==> src/hdl/pfbi_map.svh <==
// Purpose: constants of the parallel flash host controller
// Assumes: 100 MHz controller clock
// Notes: times in ns, counts in cycles derived from them
`ifndef PFBI_MAP_SVH
`define PFBI_MAP_SVH

`define PFBI_CLK_NS 10
`define PFBI_ADDR_W 21
`define PFBI_DATA_W 8
`define PFBI_SYNC_CYC 2

// Flash timing figures, plain defaults
`define PFBI_SEL_ACCESS_NS 90
`define PFBI_INIT_PULSE_MIN_NS 500
`define PFBI_INIT_RELEASE_READ_NS 50
`define PFBI_READY_MAX_NS 20000
`define PFBI_WR_PULSE_NS 40

// Least times round up, the ready bound rounds down
`define PFBI_SEL_ACCESS_CYC ((`PFBI_SEL_ACCESS_NS + `PFBI_CLK_NS - 1) / `PFBI_CLK_NS)
`define PFBI_INIT_PULSE_CYC ((`PFBI_INIT_PULSE_MIN_NS + `PFBI_CLK_NS - 1) / `PFBI_CLK_NS)
`define PFBI_INIT_RELEASE_CYC ((`PFBI_INIT_RELEASE_READ_NS + `PFBI_CLK_NS - 1) / `PFBI_CLK_NS)
`define PFBI_READY_CYC (`PFBI_READY_MAX_NS / `PFBI_CLK_NS)
`define PFBI_WR_PULSE_CYC ((`PFBI_WR_PULSE_NS + `PFBI_CLK_NS - 1) / `PFBI_CLK_NS)

`endif

==> src/hdl/pfbi_pkg.sv <==
// Purpose: types of the parallel flash host controller
// Assumes: pfbi_map.svh for widths
// Notes: one-hot controller states
`include "pfbi_map.svh"

package pfbi_pkg;

  typedef enum logic [6:0] {
    PFBI_ST_RST_LOW  = 7'b0000001,
    PFBI_ST_RST_REC  = 7'b0000010,
    PFBI_ST_IDLE     = 7'b0000100,
    PFBI_ST_RD_WAIT  = 7'b0001000,
    PFBI_ST_WR_SETUP = 7'b0010000,
    PFBI_ST_WR_PULSE = 7'b0100000,
    PFBI_ST_WR_HOLD  = 7'b1000000
  } pfbi_state_t;

  typedef logic [15:0] pfbi_cnt_t;
  typedef logic [`PFBI_ADDR_W-1:0] pfbi_addr_t;
  typedef logic [`PFBI_DATA_W-1:0] pfbi_data_t;

endpackage

==> src/hdl/pfbi_host.sv <==
// Purpose: host controller driving a byte-wide parallel flash bus
// Assumes: 100 MHz clock; flash pins are asynchronous
// Notes: pulses flash reset after controller reset
//
// Functional notes
// - Read: select and gate low, strobe high
// - Write: strobe and select low, gate high
// - Wait select access time before reading data
// - Flag operation interrupted by flash reset
// - Wait release time after reset before reading
`timescale 1ns/100ps
`default_nettype none
`include "pfbi_map.svh"

module pfbi_host
  import pfbi_pkg::*;
(
  // Clock and reset
  input wire logic mclk_in,
  input wire logic arst_n_in,
  // User request
  input wire logic req_in,
  input wire logic req_write_in,
  input wire logic [20:0] req_addr_in,
  input wire logic [7:0] req_wdata_in,
  input wire logic flash_reset_req_in,
  // User answer
  output logic ready_out,
  output logic ack_out,
  output logic [7:0] rdata_out,
  output logic busy_out,
  output logic aborted_out,
  // Flash control pins
  output logic sel_n_out,
  output logic gate_n_out,
  output logic wstrobe_n_out,
  output logic init_n_out,
  output logic [20:0] byte_address_lines_out,
  // Flash data pins and busy flag
  output logic [7:0] data_pins_out,
  output logic data_pins_oe_n_out,
  input wire logic [7:0] data_pins_in,
  input wire logic done_flag_n_in
);

  localparam int SEL_WAIT = `PFBI_SEL_ACCESS_CYC + `PFBI_SYNC_CYC;
  localparam int PULSE_CYC = `PFBI_INIT_PULSE_CYC;
  localparam int REL_CYC = `PFBI_INIT_RELEASE_CYC;
  localparam int READY_CYC = `PFBI_READY_CYC;
  localparam int WR_CYC = `PFBI_WR_PULSE_CYC;

  function automatic logic reached(pfbi_cnt_t cnt, int lim);
    return 32'(cnt) >= lim;
  endfunction

  function automatic pfbi_cnt_t sat_inc(pfbi_cnt_t cnt);
    return (cnt == 16'hFFFF) ? cnt : cnt + 16'h0001;
  endfunction

  ////////////////////////////////////////////////////////////////////////////
  // Pin synchroniser

  logic [8:0] sync_pins;
  pfbi_data_t data_sync;
  logic flash_idle_sync;

  pfbi_sync u_sync (
    .mclk_in(mclk_in),
    .arst_n_in(arst_n_in),
    .pins_in({done_flag_n_in, data_pins_in}),
    .pins_out(sync_pins)
  );

  assign data_sync = sync_pins[7:0];
  assign flash_idle_sync = sync_pins[8];

  ////////////////////////////////////////////////////////////////////////////
  // Controller state

  pfbi_state_t state_reg, state_next;
  pfbi_cnt_t cnt_reg, cnt_next;
  logic ready_reg, ready_next;
  logic ack_reg, ack_next;
  pfbi_data_t rdata_reg, rdata_next;
  logic busy_reg, busy_next;
  logic aborted_reg, aborted_next;
  logic sel_n_reg, sel_n_next;
  logic gate_n_reg, gate_n_next;
  logic wstrobe_n_reg, wstrobe_n_next;
  logic init_n_reg, init_n_next;
  pfbi_addr_t addr_reg, addr_next;
  pfbi_data_t wdata_reg, wdata_next;
  logic oe_n_reg, oe_n_next;

  always_comb begin
    state_next = state_reg;
    cnt_next = sat_inc(cnt_reg);
    ready_next = 1'b0;
    ack_next = 1'b0;
    rdata_next = rdata_reg;
    busy_next = !flash_idle_sync;
    aborted_next = aborted_reg;
    sel_n_next = sel_n_reg;
    gate_n_next = gate_n_reg;
    wstrobe_n_next = wstrobe_n_reg;
    init_n_next = init_n_reg;
    addr_next = addr_reg;
    wdata_next = wdata_reg;
    oe_n_next = oe_n_reg;
    unique case (state_reg)
      PFBI_ST_RST_LOW: begin
        if (reached(cnt_reg, PULSE_CYC - 1)) begin
          init_n_next = 1'b1;
          cnt_next = 16'h0000;
          state_next = PFBI_ST_RST_REC;
        end
      end
      PFBI_ST_RST_REC: begin
        // Release time, then busy flag high or the ready bound
        if (reached(cnt_reg, REL_CYC) &&
            (flash_idle_sync || reached(cnt_reg, READY_CYC))) begin
          ready_next = 1'b1;
          state_next = PFBI_ST_IDLE;
        end
      end
      PFBI_ST_IDLE: begin
        ready_next = 1'b1;
        if (flash_reset_req_in) begin
          ready_next = 1'b0;
          aborted_next = aborted_reg | !flash_idle_sync;
          init_n_next = 1'b0;
          cnt_next = 16'h0000;
          state_next = PFBI_ST_RST_LOW;
        end else if (req_in) begin
          ready_next = 1'b0;
          addr_next = req_addr_in;
          wdata_next = req_wdata_in;
          sel_n_next = 1'b0;
          cnt_next = 16'h0000;
          if (req_write_in) begin
            aborted_next = 1'b0;
            oe_n_next = 1'b0;
            state_next = PFBI_ST_WR_SETUP;
          end else begin
            gate_n_next = 1'b0;
            state_next = PFBI_ST_RD_WAIT;
          end
        end
      end
      PFBI_ST_RD_WAIT: begin
        if (reached(cnt_reg, SEL_WAIT)) begin
          rdata_next = data_sync;
          ack_next = 1'b1;
          sel_n_next = 1'b1;
          gate_n_next = 1'b1;
          ready_next = 1'b1;
          state_next = PFBI_ST_IDLE;
        end
      end
      PFBI_ST_WR_SETUP: begin
        wstrobe_n_next = 1'b0;
        cnt_next = 16'h0000;
        state_next = PFBI_ST_WR_PULSE;
      end
      PFBI_ST_WR_PULSE: begin
        if (reached(cnt_reg, WR_CYC - 1)) begin
          wstrobe_n_next = 1'b1;
          sel_n_next = 1'b1;
          state_next = PFBI_ST_WR_HOLD;
        end
      end
      PFBI_ST_WR_HOLD: begin
        oe_n_next = 1'b1;
        ack_next = 1'b1;
        ready_next = 1'b1;
        state_next = PFBI_ST_IDLE;
      end
    endcase
  end

  always_ff @(posedge mclk_in or negedge arst_n_in) begin
    if (!arst_n_in) begin
      state_reg <= PFBI_ST_RST_LOW;
      cnt_reg <= 16'h0000;
      ready_reg <= 1'b0;
      ack_reg <= 1'b0;
      rdata_reg <= 8'h00;
      busy_reg <= 1'b0;
      aborted_reg <= 1'b0;
      sel_n_reg <= 1'b1;
      gate_n_reg <= 1'b1;
      wstrobe_n_reg <= 1'b1;
      init_n_reg <= 1'b0;
      addr_reg <= 21'h000000;
      wdata_reg <= 8'h00;
      oe_n_reg <= 1'b1;
    end else begin
      state_reg <= state_next;
      cnt_reg <= cnt_next;
      ready_reg <= ready_next;
      ack_reg <= ack_next;
      rdata_reg <= rdata_next;
      busy_reg <= busy_next;
      aborted_reg <= aborted_next;
      sel_n_reg <= sel_n_next;
      gate_n_reg <= gate_n_next;
      wstrobe_n_reg <= wstrobe_n_next;
      init_n_reg <= init_n_next;
      addr_reg <= addr_next;
      wdata_reg <= wdata_next;
      oe_n_reg <= oe_n_next;
    end
  end

  assign ready_out = ready_reg;
  assign ack_out = ack_reg;
  assign rdata_out = rdata_reg;
  assign busy_out = busy_reg;
  assign aborted_out = aborted_reg;
  assign sel_n_out = sel_n_reg;
  assign gate_n_out = gate_n_reg;
  assign wstrobe_n_out = wstrobe_n_reg;
  assign init_n_out = init_n_reg;
  assign byte_address_lines_out = addr_reg;
  assign data_pins_out = wdata_reg;
  assign data_pins_oe_n_out = oe_n_reg;

  ////////////////////////////////////////////////////////////////////////////
  // Checks

  pfbi_cnt_t sel_low_cnt_reg, sel_low_cnt_next;
  pfbi_cnt_t init_low_cnt_reg, init_low_cnt_next;
  pfbi_cnt_t init_high_cnt_reg, init_high_cnt_next;

  always_comb begin
    sel_low_cnt_next = sel_n_reg ? 16'h0000 : sat_inc(sel_low_cnt_reg);
    init_low_cnt_next = init_n_reg ? 16'h0000 : sat_inc(init_low_cnt_reg);
    init_high_cnt_next = init_n_reg ? sat_inc(init_high_cnt_reg) : 16'h0000;
  end

  always_ff @(posedge mclk_in or negedge arst_n_in) begin
    if (!arst_n_in) begin
      sel_low_cnt_reg <= 16'h0000;
      init_low_cnt_reg <= 16'h0000;
      init_high_cnt_reg <= 16'h0000;
    end else begin
      sel_low_cnt_reg <= sel_low_cnt_next;
      init_low_cnt_reg <= init_low_cnt_next;
      init_high_cnt_reg <= init_high_cnt_next;
    end
  end
endmodule

`default_nettype wire

==> src/hdl/pfbi_sync.sv <==
// Purpose: two-flop synchroniser for the flash pin inputs
// Assumes: inputs asynchronous to mclk_in
// Notes: first stage is read only by the second
`timescale 1ns/100ps
`default_nettype none

module pfbi_sync
  import pfbi_pkg::*;
(
  // Clock and reset
  input wire logic mclk_in,
  input wire logic arst_n_in,
  // Raw pins
  input wire logic [8:0] pins_in,
  // Synchronised
  output logic [8:0] pins_out
);

  logic [8:0] stage1_reg;
  logic [8:0] stage2_reg;

  always_ff @(posedge mclk_in or negedge arst_n_in) begin
    if (!arst_n_in) begin
      stage1_reg <= 9'h1FF;
      stage2_reg <= 9'h1FF;
    end else begin
      stage1_reg <= pins_in;
      stage2_reg <= stage1_reg;
    end
  end

  assign pins_out = stage2_reg;

endmodule

`default_nettype wire

==> config.mk <==
export PLATFORM = sky130hd
export DESIGN_NAME = pfbi_host
export DESIGN_NICKNAME = d
export VERILOG_FILES = /design/src/hdl/pfbi_pkg.sv /design/src/hdl/pfbi_host.sv /design/src/hdl/pfbi_sync.sv
export VERILOG_INCLUDE_DIRS = /design/src /design/src/hdl
export SDC_FILE = /design/constraint.sdc
export NUM_CORES = 1
export LEC_CHECK = 0
export ABC_AREA = 1
export BUFFER_PORTS_ARGS = -buffer_cell sky130_fd_sc_hd__buf_2
export CAP_MARGIN = 20
export CORE_MARGIN = 3
export CORE_UTILIZATION = 53
export CTS_BUF_LIST = sky130_fd_sc_hd__clkbuf_2
export CTS_CLUSTER_DIAMETER = 150
export DETAILED_ROUTE_END_ITERATION = 7
export PLACE_DENSITY = 0.85
export SKIP_LAST_GASP = 1
export SLEW_MARGIN = 5
export SYNTH_ARGS = -nofsm -noshare
export SYNTH_HDL_FRONTEND = slang
export SYNTH_HIERARCHICAL = 1
export SYNTH_SLANG_ARGS = --single-unit
==> constraint.sdc <==
create_clock -name mclk_in -period 4.1 [get_ports mclk_in]
set_input_delay 0.82 -clock mclk_in [delete_from_list [all_inputs] [get_ports mclk_in]]
set_output_delay 0.82 -clock mclk_in [all_outputs]
set_load 0.1 [all_outputs]
==> metrics.md <==
| Metric | Value |
|---|---|
| Status | completed |
| Port-buffer cells | 88 |
| Clk sink count | 87 |
| Initial Util | 56.0% |
| Seq/Total Area, Yosys | 56.7% |
| CTS root buffer | sky130_fd_sc_hd__clkbuf_2 |
| Data required time of the worst path | 3.28 ns |
| Flip-flop and latch count after synthesis | 87 |
| Global-route wire length before repair | 14.0 mm |
| Drt wl/cell | 12.7 um |
| Share of layout cells above drive strength 1 | 29.1% |
| Clock tree from TritonCTS | built |
| Fraction of synthesized cell area taken by the top area cell type | 41.2% |
| Summed area of non-filler cells in the final layout | 4570 sq um |
| Category of cells accounting for the largest share of critical-path delay | flip-flops |
| Finish-stage setup viols | 0 |
| Setup clock skew after layout | 0.0324 ns |
| Area of the mapped netlist | 3890 sq um |
| Footprint of the multi-input gates | 1470 sq um |
| Min-delay worst type | input pin to async pin |
| Placed Instance Area | 4420 sq um |
| Worst path arrival time | 1.58 ns |
| Pins over their slew limit | 0 |
| R2R Setup Slk | 1.94 ns |
| Tcrit/Tclk final | 58.5% |
| Final setup margin | 1.70 ns |
| Capture instance of the worst register-to-register path | data_pins_oe_n_out |
| Aggregate routed wire length | 8.16 mm |
| Post-DR vias/cell | 5.02 |
| Leakage | 2.54 nW |
| Crit-path cells | buf_2 |
| Die area | 8400 sq um |
| Row Count | 30 |
| Post-placement worst setup slack | 1.80 ns |
| GP Congestion | 0.893 |
| Hold Vio Cnt, Final | 0 |
| Cell count after synthesis | 447 |
| Iteration-0 DRC count of the detailed router | 148 |
| Via count | 3232 |
| Avg Cell Area, Syn | 8.70 sq um |
| Max cap viols | 0 |
| Areal power density over the cells | 857 nW/um^2 |
| Placed wire-length estimate after detailed placement | 6.14 mm |
| Tot Pwr | 3.92 mW |
| Width of the die | 91.7 um |
| Global router's overall resource usage | 20.5% |
| Largest voltage drop on the vdd net | 656 uV |
| Time the final worst path needs with I/O delays and setup | 2.40 ns |
| R2r startpoint | state_reg[6] |
| Worst setup SP type | flop |
| Placeable core region | 6940 sq um |
| Number of buffers and inverters on the critical path | 1 |
| RSZ-0062 raised after global routing | no |
| Fill cell count | 557 |
| Number of gates resized after CTS | 0 |
| Critical Path Sink Type | output port |
| Post-Syn Nets | 494 |
| Setup CP Type | flop to output port |
| Reg clk slew, reported paths | 0.27 ns |
| Yosys synthesis warning count | 6 |
| Post-CTS Hold Fix Bufs | 0 |
| Number of flip-flops in the largest register | 21 |
| DR DRC count | 0 |
| Setup Buffers After CTS | 0 |
| FF/Latch Area | 2210 sq um |
| Nets | 589 |
| Overall die height | 91.7 um |
| Maximum buffer depth of the clock tree | 2 |
| Biggest area contributors in the synthesized netlist | sky130_fd_sc_hd__dfrtp_1 41%, sky130_fd_sc_hd__nand2_1 16%, sky130_fd_sc_hd__dfstp_2 16%, sky130_fd_sc_hd__nor2_1 4.8%, sky130_fd_sc_hd__inv_1 3.8% |
| Length of the first detailed-routing pass in iterations | 5 |
| Biggest area consumer among synthesized cells | sky130_fd_sc_hd__dfrtp_1 |
| Area growth from synthesis to layout | 17.5% |
| Distinct cells, synth | 29 |
| Pin count of the biggest net entering global routing | 88 |
| Max Fanout on Critical Path | 2 |
| CTS H-tree lvls | 3 |
| Total negative slack for setup checks | 0 ns |
| TritonCTS Buffers | 9 |
| Critical-path cell with the highest stage delay | sky130_fd_sc_hd__dfstp_2 |
| Antenna violations before repair | 1 |
| Worst r2r path cells | 8 |
| Remaining max-slew budget at the tightest pin | 33.5% |
| Antenna Nets Post-Route | 0 |
| Clock network latency to the later pin of the worst-skew pair | 0.56 ns |
| Number of global-route vias before repair | 3104 |
| I/O pins | 89 |
| Total congestion overflow after global routing | 0 |
| Peak per-stage delay on the critical path | 0.60 ns |
| Maximum clock frequency | 0.417 GHz |
| Transition time at the pin with the least slew margin | 0.995 ns |
[layer usage]
layer	track usage [%]	routed length [um]
met1	25.8	3500
met5	0	0
met2	34.5	4060
met3	4.59	446
met4	8.04	156
[how the worst max path moves through the flow]
stage,startpoint,endpoint,depth (start not counted)
finish,data_pins_oe_n_out,data_pins_oe_n_out,1
CTS,data_pins_oe_n_out,data_pins_oe_n_out,1
global route,wstrobe_n_out,wstrobe_n_out,1
floorplan,aborted_out,aborted_out,0
global placement,flash_reset_req_in,data_pins_oe_n_out,5
detailed placement,flash_reset_req_in,data_pins_oe_n_out,5
[Yosys cell counts]
cell type / n
sky130_fd_sc_hd__dfrtp_1: 64
sky130_fd_sc_hd__a31oi_1: 2
sky130_fd_sc_hd__buf_4: 1
sky130_fd_sc_hd__nand4_1: 8
sky130_fd_sc_hd__inv_4: 1
sky130_fd_sc_hd__mux2_1: 8
sky130_fd_sc_hd__a21oi_2: 1
sky130_fd_sc_hd__buf_2: 4
sky130_fd_sc_hd__nor3_2: 1
sky130_fd_sc_hd__o21ai_0: 9
sky130_fd_sc_hd__nand2_4: 3
sky130_fd_sc_hd__nor2_2: 8
sky130_fd_sc_hd__o41ai_1: 1
sky130_fd_sc_hd__nand4_2: 2
sky130_fd_sc_hd__dfstp_2: 23
sky130_fd_sc_hd__o21ai_1: 5
sky130_fd_sc_hd__ha_1: 4
sky130_fd_sc_hd__inv_2: 5
sky130_fd_sc_hd__a21o_1: 1
sky130_fd_sc_hd__nand2_1: 163
sky130_fd_sc_hd__nand3_1: 21
sky130_fd_sc_hd__nor2_4: 3
sky130_fd_sc_hd__xor2_1: 4
sky130_fd_sc_hd__buf_6: 1
sky130_fd_sc_hd__nor2_1: 50
sky130_fd_sc_hd__inv_1: 39
sky130_fd_sc_hd__a21oi_1: 4
sky130_fd_sc_hd__nand2_2: 6
sky130_fd_sc_hd__nor3_1: 5
[logic make-up (layout without fill, tap and decap cells)]
family / count (synthesis) / after routing / synth area share, %
xor+xnor: 4 / 4 / 0.901
flops: 87 / 87 / 56.7
buf+inv: 51 / 151 / 5.41
compound gates: 23 / 23 / 3.28
fa+ha+maj: 4 / 4 / 1.29
simple gates: 270 / 270 / 30.1
mux: 8 / 8 / 2.32
other cells: 0 / 1 / 0
[power by group]
group          total [mW]  leakage, nW  internal [mW]  switching (mW)
sequential           1.27         1.07           1.12           0.155
combinational        2.20         1.39          0.369            1.83
clock               0.444       0.0741          0.103           0.340
[cell type report]
class | instances | share of cell area, %
clock inverters | 7 | 1.62
clock buffers | 9 | 0.986
multi-input cells | 309 | 32.2
repair buffers | 90 | 10.5
inverters | 45 | 3.75
well taps | 96 | 2.63
diodes | 1 | 0.0548
flip-flops and latches | 87 | 48.3
[stage by stage]
step / hold slack (ns) / util, % / instances
CTS: 0.287 / 65.4 / 642
detailed placement: 0.347 / 63.7 / 626
global route: 0.0198 / 65.8 / 644
finish: 0.0768 / 65.8 / 644
floorplan: 0.345 / - / 447
global placement: 0.345 / 63.7 / 626
[placed cells by master, fill, tap and decap left out, drive strengths merged]
master    n
diode     1
nand3    21
clkinv    2
o41ai     1
ha        4
inv      50
xor2      4
nand2   172
clkbuf    9
a21o      1
dfstp    23
a21oi     5
a31oi     2
o21ai    14
buf      90
mux2      8
nand4    10
nor2     61
dfrtp    64
nor3      6
No activity file was read; power rests on OpenSTA's default activity.
